File: src/common/stc_pkg.sv
// package with register map, field layout and constants of the timer core
package stc_pkg;
  localparam int unsigned ADDR_W = 4;
  // register byte addresses
  localparam logic [ADDR_W-1:0] OFF_CTRL = 4'h0;
  localparam logic [ADDR_W-1:0] OFF_GATE = 4'h4;
  localparam logic [ADDR_W-1:0] OFF_CNT_LO = 4'h8;
  localparam logic [ADDR_W-1:0] OFF_CNT_HI = 4'hC;
  // timer_control_reg fields
  localparam int unsigned CTRL_ON = 0;
  localparam int unsigned CTRL_SYNC_DIS = 2;
  localparam int unsigned CTRL_OSC_EN = 3;
  localparam int unsigned CTRL_PS_LO = 4;
  localparam int unsigned CTRL_CS_LO = 6;
  // gate_control_reg fields
  localparam int unsigned GATE_EN = 7;
  localparam int unsigned GATE_OVF = 0;
  localparam logic [7:0] CTRL_RST = 8'h00;
  localparam logic [7:0] GATE_RST = 8'h00;
  localparam logic [15:0] CNT_RST = 16'h0000;
  localparam logic [15:0] CNT_MAX = 16'hFFFF;
  localparam logic [1:0] INSTR_DIV_LAST = 2'h3;
  localparam logic [1:0] RESP_OKAY = 2'h0;
  localparam logic [1:0] RESP_SLVERR = 2'h2;
  // clock source codes
  typedef enum logic [1:0]
  {
    STC_SRC_INSTR = 2'h0,
    STC_SRC_SYS = 2'h1,
    STC_SRC_EXT = 2'h2,
    STC_SRC_CAP = 2'h3
  } stc_src_t;
endpackage : stc_pkg

File: src/common/stc_edge_if.sv
`timescale 1ns/1ps
// interface carrying the external-clock edge detector signals
interface stc_edge_if;
  logic clk_in;
  logic sync_dis;
  logic arm_clr;
  logic rise;
  modport det (input clk_in, input sync_dis, input arm_clr, output rise);
  modport core (output clk_in, output sync_dis, output arm_clr, input rise);
endinterface : stc_edge_if

File: src/stc_edge_det.sv
`timescale 1ns/1ps
// rising-edge detector for external clocks, needs a falling edge before first rise
module stc_edge_det
(
  input wire logic aclk,
  input wire logic aresetn,
  stc_edge_if.det e
);
  import stc_pkg::*;
  logic s1_q, s1_d, s2_q, s2_d, prev_q, prev_d, armed_q, armed_d;
  logic lvl;
  // optional two-stage synchroniser; bypass samples the pin directly
  always_comb
  begin
    s1_d = e.clk_in;
    s2_d = s1_q;
    lvl = e.sync_dis ? e.clk_in : s2_q;
    prev_d = lvl;
    armed_d = armed_q;
    if (e.arm_clr)
    begin
      armed_d = 1'b0;
    end
    else if (prev_q && !lvl)
    begin
      armed_d = 1'b1;
    end
    e.rise = armed_q && !prev_q && lvl && !e.arm_clr;
  end
  // register stage
  always_ff @(posedge aclk)
  begin
    if (!aresetn)
    begin
      s1_q <= 1'b0;
      s2_q <= 1'b0;
      prev_q <= 1'b0;
      armed_q <= 1'b0;
    end
    else
    begin
      s1_q <= s1_d;
      s2_q <= s2_d;
      prev_q <= prev_d;
      armed_q <= armed_d;
    end
  end
endmodule : stc_edge_det

File: src/stc_timer.sv
`timescale 1ns/1ps
// sixteen-bit timer/counter core with an AXI4-Lite register slave
// Notes on behaviour
// 16-bit up-counter seen as low and high byte; byte writes replace live count
// counts only when on; gate enable set means gate permit must also be high
// source field and oscillator enable choose system, instruction, cap, pin or crystal
// instruction clock source advances once per four system cycles, via prescaler
// system clock source advances every system cycle
// external sources increment on rising edges
// external clock synchronised or used directly, software choice
// after enable, byte write or disable, a falling edge must precede counting
// prescaler divides chosen clock by 1, 2, 4 or 8
// prescaler hidden from software and cleared by any count byte write
// sync disable bit makes external counting unsynchronised; counting continues
// rollover FFFFh to 0000h sets overflow flag
// prescale codes 00,01,10,11 mean divide by 1,2,4,8
// single gate permit input honoured only with gate enable set
module stc_timer
(
  input wire logic aclk,
  input wire logic aresetn,
  input wire logic [stc_pkg::ADDR_W-1:0] s_axi_awaddr,
  input wire logic s_axi_awvalid,
  output logic s_axi_awready,
  input wire logic [31:0] s_axi_wdata,
  input wire logic [3:0] s_axi_wstrb,
  input wire logic s_axi_wvalid,
  output logic s_axi_wready,
  output logic [1:0] s_axi_bresp,
  output logic s_axi_bvalid,
  input wire logic s_axi_bready,
  input wire logic [stc_pkg::ADDR_W-1:0] s_axi_araddr,
  input wire logic s_axi_arvalid,
  output logic s_axi_arready,
  output logic [31:0] s_axi_rdata,
  output logic [1:0] s_axi_rresp,
  output logic s_axi_rvalid,
  input wire logic s_axi_rready,
  input wire logic external_clock_pin,
  input wire logic crystal_input_pin,
  input wire logic cap_sense_oscillator,
  input wire logic gate_permit,
  output logic overflow_pulse
);
  import stc_pkg::*;

  stc_edge_if ext ();
  stc_edge_det u_edge (.aclk(aclk), .aresetn(aresetn), .e(ext));

  logic [7:0] ctrl_q, ctrl_d, gate_q, gate_d;
  logic [15:0] cnt_q, cnt_d;
  logic [2:0] pre_q, pre_d;
  logic [1:0] idiv_q, idiv_d;
  logic on_q, on_d;
  logic ovf_q, ovf_d;
  logic [ADDR_W-1:0] awaddr_q, awaddr_d;
  logic aw_have_q, aw_have_d;
  logic [31:0] wdata_q, wdata_d;
  logic [3:0] wstrb_q, wstrb_d;
  logic w_have_q, w_have_d;
  logic bvalid_q, bvalid_d;
  logic [1:0] bresp_q, bresp_d;
  logic rvalid_q, rvalid_d;
  logic [31:0] rdata_q, rdata_d;
  logic [1:0] rresp_q, rresp_d;
  logic do_write, wr_lo, wr_hi;
  logic running, tick, pre_out;
  logic [2:0] pre_mask;
  stc_src_t src;
  logic osc_en;

  // write channels: each address and data taken independently, response follows both
  assign s_axi_awready = !aw_have_q && !bvalid_q;
  assign s_axi_wready = !w_have_q && !bvalid_q;
  assign do_write = aw_have_q && w_have_q && !bvalid_q;
  assign s_axi_bvalid = bvalid_q;
  assign s_axi_bresp = bresp_q;
  assign s_axi_arready = !rvalid_q;
  assign s_axi_rvalid = rvalid_q;
  assign s_axi_rdata = rdata_q;
  assign s_axi_rresp = rresp_q;
  assign overflow_pulse = ovf_q;

  // byte writes to the count registers
  assign wr_lo = do_write && (awaddr_q == OFF_CNT_LO) && wstrb_q[0];
  assign wr_hi = do_write && (awaddr_q == OFF_CNT_HI) && wstrb_q[0];

  // clock selection and enable
  assign src = stc_src_t'(ctrl_q[CTRL_CS_LO +: 2]);
  assign osc_en = ctrl_q[CTRL_OSC_EN];
  assign running = ctrl_q[CTRL_ON] && (!gate_q[GATE_EN] || gate_permit);
  assign ext.clk_in = (src == STC_SRC_CAP) ? cap_sense_oscillator :
                      (osc_en ? crystal_input_pin : external_clock_pin);
  assign ext.sync_dis = ctrl_q[CTRL_SYNC_DIS];
  // re-arm on any count byte write, disable or enable
  assign ext.arm_clr = wr_lo || wr_hi || !running || (running && !on_q);
  assign pre_mask = (3'h1 << ctrl_q[CTRL_PS_LO +: 2]) - 3'h1;

  // source tick selection
  always_comb
  begin
    unique case (src)
      STC_SRC_SYS: tick = 1'b1;
      STC_SRC_INSTR: tick = (idiv_q == INSTR_DIV_LAST);
      STC_SRC_EXT: tick = ext.rise;
      STC_SRC_CAP: tick = ext.rise;
    endcase
  end
  assign pre_out = running && tick && ((pre_q & pre_mask) == pre_mask);

  // counter, prescaler and instruction divider next values
  always_comb
  begin
    cnt_d = cnt_q;
    pre_d = pre_q;
    idiv_d = idiv_q + 2'h1;
    on_d = running;
    ovf_d = 1'b0;
    if (wr_lo || wr_hi)
    begin
      pre_d = 3'h0;
      if (wr_lo)
      begin
        cnt_d[7:0] = wdata_q[7:0];
      end
      if (wr_hi)
      begin
        cnt_d[15:8] = wdata_q[7:0];
      end
    end
    else if (running && tick)
    begin
      pre_d = pre_q + 3'h1;
      if (pre_out)
      begin
        pre_d = 3'h0;
        cnt_d = cnt_q + 16'h0001;
        ovf_d = (cnt_q == CNT_MAX);
      end
    end
  end

  // register write and bus handshake next values
  always_comb
  begin
    ctrl_d = ctrl_q;
    gate_d = gate_q;
    awaddr_d = awaddr_q;
    aw_have_d = aw_have_q;
    wdata_d = wdata_q;
    wstrb_d = wstrb_q;
    w_have_d = w_have_q;
    bvalid_d = bvalid_q;
    bresp_d = bresp_q;
    rvalid_d = rvalid_q;
    rdata_d = rdata_q;
    rresp_d = rresp_q;
    if (s_axi_awvalid && s_axi_awready)
    begin
      awaddr_d = s_axi_awaddr;
      aw_have_d = 1'b1;
    end
    if (s_axi_wvalid && s_axi_wready)
    begin
      wdata_d = s_axi_wdata;
      wstrb_d = s_axi_wstrb;
      w_have_d = 1'b1;
    end
    if (do_write)
    begin
      aw_have_d = 1'b0;
      w_have_d = 1'b0;
      bvalid_d = 1'b1;
      bresp_d = RESP_OKAY;
      unique case (awaddr_q)
        OFF_CTRL: if (wstrb_q[0]) ctrl_d = wdata_q[7:0];
        OFF_GATE: if (wstrb_q[0]) gate_d = wdata_q[7:0];
        OFF_CNT_LO, OFF_CNT_HI: bresp_d = RESP_OKAY;
        default: bresp_d = RESP_SLVERR;
      endcase
    end
    else if (bvalid_q && s_axi_bready)
    begin
      bvalid_d = 1'b0;
    end
    if (s_axi_arvalid && s_axi_arready)
    begin
      rvalid_d = 1'b1;
      rresp_d = RESP_OKAY;
      unique case (s_axi_araddr)
        OFF_CTRL: rdata_d = {24'h000000, ctrl_q};
        OFF_GATE: rdata_d = {24'h000000, gate_q[7:1], ovf_q};
        OFF_CNT_LO: rdata_d = {24'h000000, cnt_q[7:0]};
        OFF_CNT_HI: rdata_d = {24'h000000, cnt_q[15:8]};
        default:
        begin
          rdata_d = 32'h00000000;
          rresp_d = RESP_SLVERR;
        end
      endcase
    end
    else if (rvalid_q && s_axi_rready)
    begin
      rvalid_d = 1'b0;
    end
  end

  // state registers
  always_ff @(posedge aclk)
  begin
    if (!aresetn)
    begin
      ctrl_q <= CTRL_RST;
      gate_q <= GATE_RST;
      cnt_q <= CNT_RST;
      pre_q <= 3'h0;
      idiv_q <= 2'h0;
      on_q <= 1'b0;
      ovf_q <= 1'b0;
      awaddr_q <= '0;
      aw_have_q <= 1'b0;
      wdata_q <= 32'h00000000;
      wstrb_q <= 4'h0;
      w_have_q <= 1'b0;
      bvalid_q <= 1'b0;
      bresp_q <= RESP_OKAY;
      rvalid_q <= 1'b0;
      rdata_q <= 32'h00000000;
      rresp_q <= RESP_OKAY;
    end
    else
    begin
      ctrl_q <= ctrl_d;
      gate_q <= gate_d;
      cnt_q <= cnt_d;
      pre_q <= pre_d;
      idiv_q <= idiv_d;
      on_q <= on_d;
      ovf_q <= ovf_d;
      awaddr_q <= awaddr_d;
      aw_have_q <= aw_have_d;
      wdata_q <= wdata_d;
      wstrb_q <= wstrb_d;
      w_have_q <= w_have_d;
      bvalid_q <= bvalid_d;
      bresp_q <= bresp_d;
      rvalid_q <= rvalid_d;
      rdata_q <= rdata_d;
      rresp_q <= rresp_d;
    end
  end
endmodule : stc_timer

File: config.mk
export PLATFORM = sky130hd
export DESIGN_NAME = stc_timer
export DESIGN_NICKNAME = d
export VERILOG_FILES = /design/src/common/stc_pkg.sv /design/src/common/stc_edge_if.sv /design/src/stc_edge_det.sv /design/src/stc_timer.sv
export SDC_FILE = /design/constraint.sdc
export NUM_CORES = 1
export LEC_CHECK = 0
export ABC_AREA = 1
export BUFFER_PORTS_ARGS = -buffer_cell sky130_fd_sc_hd__buf_2
export CELL_PAD_IN_SITES_DETAIL_PLACEMENT = 0
export CELL_PAD_IN_SITES_GLOBAL_PLACEMENT = 1
export CORE_MARGIN = 2
export CORE_UTILIZATION = 33
export CTS_CLUSTER_DIAMETER = 40
export DETAILED_ROUTE_END_ITERATION = 7
export HOLD_SLACK_MARGIN = 0.02
export PLACE_DENSITY_LB_ADDON = 0.1
export SYNTH_ARGS = -nofsm -noshare
export SYNTH_HDL_FRONTEND = slang
export SYNTH_SLANG_ARGS = --single-unit
File: constraint.sdc
create_clock -name aclk -period 1.6 [get_ports aclk]
set_clock_uncertainty 0.15 [all_clocks]
set_input_delay 0.16 -clock aclk [delete_from_list [all_inputs] [get_ports aclk]]
set_output_delay 0.16 -clock aclk [all_outputs]
set_load 0.1 [all_outputs]
Word level (Yosys, flattened, before mapping)
Cells that the tools add are included.

word-level totals
  flip-flop bits (word level) = 96
  bits of input ports = 55
  logic and storage cells = 115

operators by class
  $add $sub $neg = 4
  eq/ne operators = 14
  shift operators = 1
  muxes and demuxes = 17
  bitwise operators = 4
  reduce and logical (&&, ||, !) cells = 53

operator list
  kind                                                  count
  two-way mux 16 bit                                    3
  case mux 8 bit (4 select lines)                       1
  logical AND 1 bit                                     21
  adder 16 x 1 -> 16 bit (second input constant)        1
  equality test 16 bit (second input constant)          1
  equality test 4 bit (second input constant)           4
  two-way mux 8 bit                                     2
  AND reduction 3 bit                                   4
  OR reduction 4 bit                                    3
  zero test 1 bit                                       10
  equality test 4 x 3 -> 1 bit (second input constant)  2
  zero test 4 bit                                       2
  nonzero test 2 bit                                    4
  OR reduction 2 bit                                    4
  two-way mux 1 bit                                     7
  equality test 2 bit (second input constant)           3
  logical OR 1 bit                                      4
  two-way mux 2 bit                                     2
  != test 2 bit (second input constant)                 2
  adder 3 x 1 -> 3 bit (second input constant)          1
  AND 3 bit                                             1
  equality test 3 bit                                   1
  two-way mux 3 bit                                     1
  NOT 1 bit                                             3
  6 further kinds                                       6

Depth between registers and ports, before layout
Gate-level depths: netlist (run 1).

  depth after elaboration = 15
  mapped depth = 15
  mapped depth without buffers = 14

By module
A second synthesis (run 1) with hierarchy kept.

second synthesis, totals
  cells, all modules = 556
  area, all modules = 3698.5 um2

modules (own cells, without submodules)
  module        instances  cells each  area each (um2)  seq. area each (um2)
  stc_timer     1          535         3543.4           1301.2
  stc_edge_det  1          21          155.1            80.1

Least setup slack after synthesis (run 1)
Ideal clock, no wire load.

  kind = register -> register
  start = register bvalid_q (netlist: s_axi_bvalid)
  end = register wdata_q[7]
  data arrival time = 2.961 ns
  data required time = 1.323 ns
  setup slack = -1.638 ns
  stages on the path, launching flop included = 6
  path buffers = 1
  clock period less this slack = 3.238 ns
  cell sequence = dfxtp_1 -> nor2_1 -> nand2_1 -> clkbuf_1 -> o21ai_0 -> a21oi_1

on the way
  word-level cells in the longest chain between the ends = 3

RTL lines
  element                   RTL line          source
  start: declaration        stc_timer.sv:61   logic bvalid_q, bvalid_d;
  start signal: assignment  stc_timer.sv:245  bvalid_q <= bvalid_d;
  zero test 1 bit           stc_timer.sv:74   assign s_axi_wready = !w_have_q && !bvalid_q;
  logical AND 1 bit         stc_timer.sv:74
  net s_axi_wready          stc_timer.sv:28   output logic s_axi_wready,
  logical AND 1 bit         stc_timer.sv:163  if (s_axi_wvalid && s_axi_wready)
  end signal: assignment    stc_timer.sv:242  wdata_q <= wdata_d;
  end: declaration          stc_timer.sv:58   logic [31:0] wdata_q, wdata_d;

The timed path passes the listed nets, and every way through them passes these cells.
A chain may end at the register's enable or synchronous reset.

Final worst setup path (run 1)
  start = register w_have_q
  end = register pre_q[2]

on the way
  word-level cells in the longest chain between the ends = 13
  elaborated cells between the ends (all ways) = 16
  classes of those cells = mux: 2; reduce/logical: 14

RTL lines
  element                                                   RTL line                            source
  start: declaration                                        stc_timer.sv:60                     logic w_have_q, w_have_d;
  start signal: assignment                                  stc_timer.sv:244                    w_have_q <= w_have_d;
  logical AND 1 bit * (2 in a row)                          stc_timer.sv:75                     assign do_write = aw_have_q && w_have_q && !bvalid_q;
  logical AND 1 bit, on equally long branches (2 in a row)  stc_timer.sv:85, stc_timer.sv:86
  logical OR 1 bit *                                        stc_timer.sv:96, stc_timer.sv:119
  logical OR 1 bit (2 in a row)                             stc_timer.sv:96                     assign ext.arm_clr = wr_lo || wr_hi || !running || (running && !on_q);
  zero test 1 bit                                           stc_edge_det.sv:28                  e.rise = armed_q && !prev_q && lvl && !e.arm_clr;
  logical AND 1 bit                                         stc_edge_det.sv:28
  case mux 1 bit (3 select lines)                           stc_timer.sv:102                    unique case (src)
  logical AND 1 bit                                         stc_timer.sv:109, stc_timer.sv:131
  logical AND 1 bit                                         stc_timer.sv:109                    assign pre_out = running && tick && ((pre_q & pre_mask) == pre_mask);
  two-way mux 3 bit                                         stc_timer.sv:134                    if (pre_out)
  end signal: assignment                                    stc_timer.sv:236                    pre_q <= pre_d;
  end: declaration                                          stc_timer.sv:52                     logic [2:0] pre_q, pre_d;

Every way passes the cells marked *; elsewhere a longest branch is shown, timed or not.

==> flow_summary.toml, run 1 <==
[status]
outcome = "complete, but fails checks"
failed_checks = "negative setup slack"

[yosys]
synth_seq_cells = 69
synth-simple-area-share = 0.272
synth-async-reset-ratio = 0
synth_fa_ha_area_frac = 0.0109
netlist_top_cells_area = "dfxtp_1 (40%), nand2_1 (13%), a21oi_1 (6.8%), nor2_1 (6.1%), o21ai_0 (6.1%)"
ys_seq_area_frac = 0.400
synth-xor-area-share = 0.0254
synthFlopType = "dfxtp_1"
synth_cells = 497
muxShareOfSynthArea = 0
synth_warnings = 0
netlist.area_leader.share = 0.400
ys_top_cells_by_count = "nand2_1 (116), dfxtp_1 (69), nor2_1 (56), inv_1 (52), a21oi_1 (47)"
synth_area_mm2 = 0.00345
synth_compound_area_frac = 0.158
synth.largest_area_cell = "dfxtp_1"
synth-edff-count = 0
synth_top_family_by_area = "simple AND/OR/NAND/NOR gates"
yosysMostFrequentCell = "nand2_1"
syn_avg_cell_area_um2 = 6.95
synth_cell_types = 34

[power_and_ir_drop]
p_leak_uw = 0.00225
fin_total_pwr_uw = 4190
power_density_mw_per_mm2 = 822
p_int_uw = 2840
power_switching_uw = 1350
vdd_drop_max_v = 0.000381
p_sw_frac = 0.322
power_frac_comb = 0.189
p_clk_frac = 0.379
seqPwrFrac = 0.432

[worst_setup_path]
required_ns = 1.70
path_max_fanout = 3
critPathBufInv = 2
cp_top_family = "simple AND/OR/NAND/NOR gates"
cp.arrival_ns = 1.83
crit_path_end_kind = "register"
crit_chain = "nand2_2, nor2_4, nand3_4, nand2_4, nor2_4, nand2_2, nand2_4, buf_6, nand2_4, inv_2, nand2_2, xor2_1, nor2_1"
critPathLaunchType = "register"
criticalPathCategory = "reg -> reg"
max_stage_delay_ns = 0.34
crit_path_top_delay_cell = "dfxtp_2"

[die]
row_count = 37
core_mm2 = 0.0102
die_h_um = 106
die_w_um = 106
io-pin-count = 97
dieArea_mm2 = 0.0113
start_util = 0.338

[hold_path]
hold_path.class = "in -> reg"

[clock_tree]
root_buffer = "clkbuf_8"
cts_inserted_buffers = 9
htreeDepth = 3
insertion_delay_ns = 0.35
cts_tree = "done"
clockBufferDepth = 2
clock_sinks = 69
clk_pin_slew_worst_paths_ns = 0.08

[global_routing]
grt_pass1_vias = 3351
grt_max_degree = 44
overflow = 0
gr-usage-all-layers = 0.188
grt_antenna_before_repair = 0
grt_pass1_wl_um = 16600

[placement]
hpwl_um = 7560
place_ws_ns = -0.172
place_inst = 723
gp_congestion = 0.824
port_buffers = 43

[drt]
drtAntennaViolNets = 0
drt-total-wl_um = 10400
first_pass_iters = 4
wl_per_cell_um = 13.5
route.vias.total = 3507
drtIter0Drc = 170
viasPerCell = 4.55
drc = 0

[timing]
worst_slack_ns = -0.134
hold_viol = 0
setup_viol = 25
report.final.slew_viol_count = 0
rsz0062_at_grt = "yes"
fin_setup_tns_ns = -1.88
min_period_ns = 1.73
fin_crit_sh = 1.08
clock.fmax_mhz = 577

[final_layout]
antenna_cells = 0
drive_gt1_frac = 0.343
post-route-util = 0.499
syn_to_final_growth_pct = 47.7
nets = 689
fin_cells = 771

[flow_run]
maxCapViolations = 0
-- cell type report --
cell class | instances | area [µm²]
fill | 1046 | 5130
sequential | 69 | 1400
multi-input combinational | 361 | 2070
inverter | 53 | 205
clock buffer | 9 | 124
tap | 136 | 170
clock inverter | 6 | 88.8
timing repair buffer | 137 | 1050
-- power groups by stage --
stage          registers, µW  clock network (µW)  logic [µW]
2_1_floorplan           1890                   0         572
3_3_place_gp            1850                   0         732
3_5_place_dp            1850                   0         737
4_1_cts                 1810                1620         779
5_1_grt                 1820                1710         843
6_report                1810                1590         793
-- path summary, 6_finish.rpt --
kind / start / endpoint / slack [ns] / depth (start not counted)
min: s_axi_awvalid / awaddr_q[2] / 0.02 / 3
min reg2reg: u_edge.s1_q / u_edge.s2_q / 0.27 / 2
max: w_have_q / pre_q[2] / -0.13 / 13
max reg2reg: w_have_q / pre_q[2] / -0.13 / 13
-- cells by family after synthesis --
kind of cell | count (synthesis)
XOR/XNOR | 10
other | 1
AND/OR/NAND/NOR | 219
flip-flops | 69
buffers and inverters | 93
adder cells (fa/ha/maj) | 3
AO/OA/AOI/OAI | 102
-- per-stage QoR --
stage / hold slack [ns] / cell area (µm²)
after detailed placement: 0.250 / 4270
after global placement: 0.243 / 4270
after global routing: 0.0325 / 5100
after floorplan: 0.156 / 3670
final: 0.0221 / 5100
after CTS: 0.0303 / 4860
-- metal layers --
| layer | wire (µm) | global-route usage | part of all wire |
|---|---|---|---|
| met5 | 0 | 0 | 0 |
| met1 | 5020 | 0.252 | 0.48 |
| met2 | 4760 | 0.308 | 0.46 |
| met3 | 427 | 0.0313 | 0.041 |
| met4 | 202 | 0.0620 | 0.019 |
-- tightest hold or removal path, stage by stage --
cell	delay [ns]
buf_2	0.10
nand2_2	0.12
a21oi_1	0.08
-- placed cells by master (no fill, tap or decap), types with 2 or more instances in the layout --
cell,count
nor2_2,6
o22ai_1,2
clkbuf_8,9
buf_6,10
dfxtp_4,2
a21oi_2,9
o21ai_0,26
o21ai_1,16
nand2_8,3
nand2_4,10
nor3_1,5
bufinv_16,2
dlygate4sd3_1,17
conb_1,26
a21oi_1,38
inv_1,47
dfxtp_2,9
buf_4,67
nor2_4,9
ha_1,2
nor4_2,3
nor3_2,4
nand2_2,9
buf_12,3
nand3_1,15
o2111ai_1,6
nor2_1,42
xor2_1,10
clkinvlp_4,3
buf_2,40
nand3_4,4
inv_2,4
nand2_1,100
nand3_2,5
dfxtp_1,58
-- state kept, by name, summed over array words and instances, names as in the netlist, 2 cells and up --
name,count
gate_q,7
pre_q,3
s_axi_rdata,8
cnt_q,16
wdata_q,8
idiv_q,2
ctrl_q,8
awaddr_q,4
-- timing repair --
item / CTS / global route
pin swaps: 10 / 24
buffers inserted: 8 / 7
hold endpoints to repair: 16 / 0
endpoints found under the setup margin: 36 / 36
hold buffers: 17 / 0
gates resized for setup: 37 / 48
cloned: 1 / 0
Power figures use the tool's default switching activity.
==> inputs of run 2 (changes only) <==
--- a/config.mk
+++ b/config.mk
@@ -5,12 +5,12 @@
 export SDC_FILE = /design/constraint.sdc
 export NUM_CORES = 1
 export LEC_CHECK = 0
-export ABC_AREA = 1
+export ABC_AREA = 0
 export BUFFER_PORTS_ARGS = -buffer_cell sky130_fd_sc_hd__buf_2
 export CELL_PAD_IN_SITES_DETAIL_PLACEMENT = 0
 export CELL_PAD_IN_SITES_GLOBAL_PLACEMENT = 1
 export CORE_MARGIN = 2
-export CORE_UTILIZATION = 33
+export CORE_UTILIZATION = 35
 export CTS_CLUSTER_DIAMETER = 40
 export DETAILED_ROUTE_END_ITERATION = 7
 export HOLD_SLACK_MARGIN = 0.02
==> run 2 against run 1 <==
Net effect: the flow still finishes with violations (negative setup slack); sequential share of layout area fell by 1.9 points; die area fell by 0.24%; clock power fell by 9%.
==> flow_summary.toml, run 2 <==
[worst_setup_path]
required_ns = 1.72
critPathLaunchType = "register"
reg2reg_slack_ns = -0.38
crit_chain = "mux2_4, a311o_4, buf_4, buf_4, a41oi_4, nor2_4, o31ai_1"
worstReg2RegEnd = "pre_q[1]"
r2r_cells = 7
r2r_start = "ctrl_q[3]"
crit_path_top_delay_cell = "a311o_4"
cp.arrival_ns = 2.10
max_stage_delay_ns = 0.37
criticalPathCategory = "reg -> reg"
crit_top_cell = "buf_4"
path_max_fanout = 4
crit_path_end_kind = "register"

[clock_tree]
cts_inserted_buffers = 9
clock_sinks = 69
cts_tree = "done"
clk_pin_slew_worst_paths_ns = 0.08
clockBufferDepth = 2
htreeDepth = 3
insertion_delay_ns = 0.36
root_buffer = "clkbuf_8"

[die]
io-pin-count = 97
row_count = 37
core_mm2 = 0.0102
die_h_um = 106
dieArea_mm2 = 0.0113
die_w_um = 106
start_util = 0.357

[global_routing]
grt_max_degree = 44
grt_pass1_vias = 3545
overflow = 0
grt_pass1_wl_um = 18700
grt_antenna_before_repair = 0
gr-usage-all-layers = 0.215

[power_and_ir_drop]
power_switching_uw = 1330
p_clk_frac = 0.356
p_sw_frac = 0.326
p_leak_uw = 0.00221
p_int_uw = 2740
power_density_mw_per_mm2 = 750
seqPwrFrac = 0.442
vdd_drop_max_v = 0.000408
power_frac_comb = 0.202

[yosys]
ys_seq_area_frac = 0.378
netlist_top_cells_area = "dfxtp_1 (38%), nand2_1 (5.5%), mux2i_1 (5.5%), buf_4 (5.3%), nor2_1 (4.6%)"
synth_warnings = 0
synth_fa_ha_area_frac = 0.0103
synth-edff-count = 0
synth.largest_area_cell = "dfxtp_1"
synth_cells = 404
synth_seq_cells = 69
synth_top_family_by_area = "simple AND/OR/NAND/NOR gates"
syn_avg_cell_area_um2 = 9.05
ys_top_cells_by_count = "dfxtp_1 (69), nand2_1 (54), nor2_1 (45), buf_4 (26), a21oi_1 (24)"
netlist.area_leader.share = 0.378
muxShareOfSynthArea = 0.109
synthFlopType = "dfxtp_1"
yosysMostFrequentCell = "dfxtp_1"
synth_compound_area_frac = 0.199
synth-async-reset-ratio = 0
synth-xor-area-share = 0
synth-simple-area-share = 0.215
synth_cell_types = 64
synth_area_mm2 = 0.00365

[drt]
viasPerCell = 5.14
route.vias.total = 3642
drt-total-wl_um = 11800
drc = 0
wl_per_cell_um = 16.7
drtAntennaViolNets = 0
first_pass_iters = 4
drtIter0Drc = 211

[final_layout]
layout_commonest_cell = "buf_4"
post-route-util = 0.531
drive_gt1_frac = 0.424
layout_common_cells = "buf_4 (101), dfxtp_1 (66), nand2_1 (51), buf_2 (40), nor2_1 (39)"
syn_to_final_growth_pct = 48.6
nets = 626
largest_register_ffs = 16
top_register = "cnt_q"
antenna_cells = 0

[flow_run]
maxCapViolations = 0

[placement]
gp_congestion = 0.861
hpwl_um = 8510
port_buffers = 43

[hold_path]
hold_path.class = "in -> reg"
hp-start = "cap_sense_oscillator"
worstHoldPathCells = 4
min_to = "u_edge.s1_q"

[status]
failed_checks = "negative setup slack"
outcome = "complete, but fails checks"

[timing]
min_period_ns = 1.98
setup_viol = 37
worst_slack_ns = -0.377
fin_setup_tns_ns = -7.43
clock.fmax_mhz = 506
rsz0062_at_grt = "yes"
fin_crit_sh = 1.24
report.final.slew_viol_count = 0
hold_viol = 0
==> run 2: cell count changes after synthesis, moves of 11 or more <==
| cell | previous run | this run |
|---|---|---|
| nand2_1 | 116 | 54 |
| a221oi_1 | 0 | 11 |
| mux2i_1 | 0 | 20 |
| nor2_1 | 56 | 45 |
| a21oi_1 | 47 | 24 |
| inv_1 | 52 | 6 |
| nand3_1 | 22 | 10 |
| o21ai_0 | 42 | 2 |
==> run 2: critical path, delay by kind of cell (launching register included) <==
kind                   cells  cell delay, ns
multiplexers               1            0.31
AND/OR/NAND/NOR            1            0.06
buffers and inverters      2            0.29
AO/OA/AOI/OAI              3            0.74
flip-flops                 1            0.35
==> run 2: worst max path at each step <==
stage               startpoint        to  slack (ns)  cells after the start
detailed placement   ctrl_q[3]  cnt_q[0]       -0.50                      5
global placement     ctrl_q[3]  cnt_q[0]       -0.46                      5
floorplan            ctrl_q[3]  cnt_q[0]       -0.38                      5
CTS                  ctrl_q[3]  cnt_q[1]       -0.37                      6
finish               ctrl_q[3]  pre_q[1]       -0.38                      7
global route         ctrl_q[3]  cnt_q[1]       -0.47                      6
==> run 2: cell type report <==
cell class | instances | area, µm²
clock buffers | 11 | 141
clock inverters | 5 | 50.0
fillers | 983 | 4800
inverters | 6 | 26.3
multi-input cells | 309 | 2330
flip-flops and latches | 69 | 1390
well taps | 136 | 170
repair buffers | 173 | 1320
==> run 2: cells by family (layout without fill, tap and decap cells) <==
family / count (synthesis) / count (layout)
AND/OR/NAND/NOR: 158 / 158
AO/OA/AOI/OAI: 93 / 93
flip-flops: 69 / 69
buffers and inverters: 51 / 195
multiplexers: 29 / 29
adder cells (fa/ha/maj): 3 / 3
other: 1 / 26
==> run 2: layer usage <==
layer,GRT usage,part of all wire
met1,0.296,0.47
met2,0.342,0.46
met5,0,0
met3,0.0282,0.044
met4,0.0874,0.022
==> run 2: through the flow <==
stage | setup WS [ns] | cells | hold slack, ns | cell area [µm²] | power, µW
3_5_place_dp | -0.496 | 665 | 0.192 | 4750 | 2590
2_1_floorplan | -0.381 | 429 | 0.0976 | 3910 | 2450
6_report | -0.377 | 709 | 0.0527 | 5430 | 4070
5_1_grt | -0.468 | 709 | 0.0654 | 5430 | 4220
4_1_cts | -0.370 | 707 | 0.0419 | 5320 | 4080
3_3_place_gp | -0.457 | 665 | 0.190 | 4750 | 2580
==> run 2: timing repair <==
action                     4_1_cts  5_1_grt
buffers inserted                 7        2
hold endpoints to repair        16        0
pin swaps                       15        8
hold buffers                    19        0
resized for setup               26       21
setup endpoints to repair       37       39
==> run 2: power by group through the flow <==
stage	clock, µW	combinational, µW	sequential [µW]
6_report	1450	823	1800
5_1_grt	1540	867	1810
4_1_cts	1470	812	1800
3_5_place_dp	0	749	1840
3_3_place_gp	0	746	1840
2_1_floorplan	0	569	1880
==> inputs of run 3 (changes only) <==
--- a/config.mk
+++ b/config.mk
@@ -7,6 +7,7 @@
 export LEC_CHECK = 0
 export ABC_AREA = 0
 export BUFFER_PORTS_ARGS = -buffer_cell sky130_fd_sc_hd__buf_2
+export CAP_MARGIN = 10
 export CELL_PAD_IN_SITES_DETAIL_PLACEMENT = 0
 export CELL_PAD_IN_SITES_GLOBAL_PLACEMENT = 1
 export CORE_MARGIN = 2
@@ -14,7 +15,7 @@
 export CTS_CLUSTER_DIAMETER = 40
 export DETAILED_ROUTE_END_ITERATION = 7
 export HOLD_SLACK_MARGIN = 0.02
-export PLACE_DENSITY_LB_ADDON = 0.1
+export PLACE_DENSITY_LB_ADDON = 0.08
 export SYNTH_ARGS = -nofsm -noshare
 export SYNTH_HDL_FRONTEND = slang
 export SYNTH_SLANG_ARGS = --single-unit
==> run 3 against run 2 <==
Net effect: the run still ends with negative setup slack left; wire length is 0.23% higher; via count down 0.82%; clock power about the same; worst hold slack worse by 0.014 ns; clock-buffer cell count rose by 1; final area down 2.2%.
==> flow_summary.toml, run 3 (same netlist as run 2, synthesis figures left out) <==
[die]
die_h_um = 106
core_mm2 = 0.0102
start_util = 0.357
row_count = 37
dieArea_mm2 = 0.0113
io-pin-count = 97
die_w_um = 106

[power_and_ir_drop]
p_int_uw = 2740
seqPwrFrac = 0.444
p_leak_uw = 0.00216
vdd_drop_max_v = 0.000328
p_clk_frac = 0.354
power_switching_uw = 1320
power_density_mw_per_mm2 = 764
power_frac_comb = 0.201
p_sw_frac = 0.324

[worst_setup_path]
max_stage_delay_ns = 0.38
crit_chain = "mux2_4, a311o_4, a211oi_4, a211oi_1, o221a_1"
critPathBufInv = 0
crit_path_end_kind = "register"
critPathLaunchType = "register"
path_max_fanout = 5
cp_top_family = "compound AO/OA/AOI/OAI gates"
required_ns = 1.68
crit_path_top_delay_cell = "a311o_4"
criticalPathCategory = "reg -> reg"
cp.arrival_ns = 2.04

[placement]
placed_area_mm2 = 0.00472
gp_congestion = 0.875
hpwl_um = 8620
place_inst = 661
port_buffers = 43

[final_layout]
largest_register_ffs = 16
layout_common_cells = "buf_4 (99), dfxtp_1 (59), nand2_1 (51), buf_2 (40), nor2_1 (39)"
nets = 619
drive_gt1_frac = 0.408
post-route-util = 0.519
syn_to_final_growth_pct = 45.3
antenna_cells = 0
fin_cells = 702
top_register = "cnt_q"
layout_commonest_cell = "buf_4"
fin_area_mm2 = 0.00531

[timing]
rsz0062_at_grt = "yes"
report.final.slew_viol_count = 0
whs_ns = 0.0383
min_period_ns = 1.96
worst_slack_ns = -0.356
fin_setup_tns_ns = -7.44
setup_viol = 36
hold_viol = 0
clock.fmax_mhz = 511
fin_crit_sh = 1.22

[clock_tree]
clockBufferDepth = 2
insertion_delay_ns = 0.35
clk_pin_slew_worst_paths_ns = 0.07
cts_inserted_buffers = 9
clock_sinks = 69
cts_tree = "done"
htreeDepth = 3
root_buffer = "clkbuf_8"

[drt]
route.met2.wl_um = 5570
top_layer = "met4"
first_pass_iters = 4
wl_met3_um = 609
drtIter0Drc = 189
viasPerCell = 5.15
met1_length_um = 5510
wl_per_cell_um = 16.9
drt-total-wl_um = 11800
route.vias.total = 3612
drtAntennaViolNets = 0
drc = 0

[global_routing]
grt_pass1_vias = 3638
overflow = 0
grt_pass1_wl_um = 18800
grt_max_degree = 43
gr-usage-all-layers = 0.216
grt_antenna_before_repair = 1

[status]
outcome = "complete, but fails checks"
failed_checks = "negative setup slack"

[flow_run]
maxCapViolations = 0

[hold_path]
hold_path.class = "in -> reg"
-- run 3: changes by cell type in the layout (fill, tap and decap cells not counted), moves of 3 or more --
cell      change
dfxtp_2       +6
a221oi_2      -3
a221oi_1      +3
dfxtp_1       -7
o32ai_2       -5
buf_6         -3
o32ai_1       +5
-- run 3: power by group through the flow --
| stage | logic [µW] | registers [µW] | clock network (µW) |
|---|---|---|---|
| 2_1_floorplan | 569 | 1880 | 0 |
| 3_3_place_gp | 746 | 1840 | 0 |
| 3_5_place_dp | 749 | 1840 | 0 |
| 4_1_cts | 796 | 1800 | 1470 |
| 5_1_grt | 856 | 1810 | 1570 |
| 6_report | 816 | 1800 | 1440 |
-- run 3: layout make-up --
cell class                 count  area, µm²
multi-input combinational    309       2270
clock inverter                 4       47.5
clock buffer                  12        145
fill                         983       4920
sequential                    69       1400
tap                          136        170
timing repair buffer         166       1250
inverter                       6       26.3
-- run 3: worst paths after layout --
kind / start / endpoint / slack, ns / cells past startpoint
worst max register to register: ctrl_q[3] / cnt_q[0] / -0.36 / 5
worst min register to register: u_edge.s1_q / u_edge.s2_q / 0.29 / 1
worst min-delay path: s_axi_araddr[0] / s_axi_rresp[1] / 0.04 / 3
worst max-delay path: ctrl_q[3] / cnt_q[0] / -0.36 / 5
-- run 3: what timing repair did --
| item | 4_1_cts | 5_1_grt |
|---|---|---|
| setup buffers | 1 | 6 |
| endpoints found under the hold margin | 17 | 0 |
| hold buffers | 18 | 0 |
| endpoints found under the setup margin | 37 | 39 |
| gates resized for setup | 15 | 25 |
| pin swaps | 7 | 5 |
-- run 3: per-layer routing --
layer | up-vias | global-route usage
met2 | 88 | 0.352
met5 | - | 0
met4 | 0 | 0.0583
met3 | 13 | 0.0540
li1 | 1768 | -
met1 | 1743 | 0.285
-- run 3: worst register-to-register path: stages (launching register included) --
cell	delay, ns
dfxtp_2	0.34
mux2_4	0.31
a311o_4	0.38
a211oi_4	0.34
a211oi_1	0.08
o221a_1	0.25
-- run 3: stage by stage --
step / total power, µW / setup WS [ns]
after floorplan: 2450 / -0.381
after global routing: 4230 / -0.441
after CTS: 4070 / -0.349
after global placement: 2580 / -0.472
final: 4060 / -0.356
after detailed placement: 2590 / -0.504
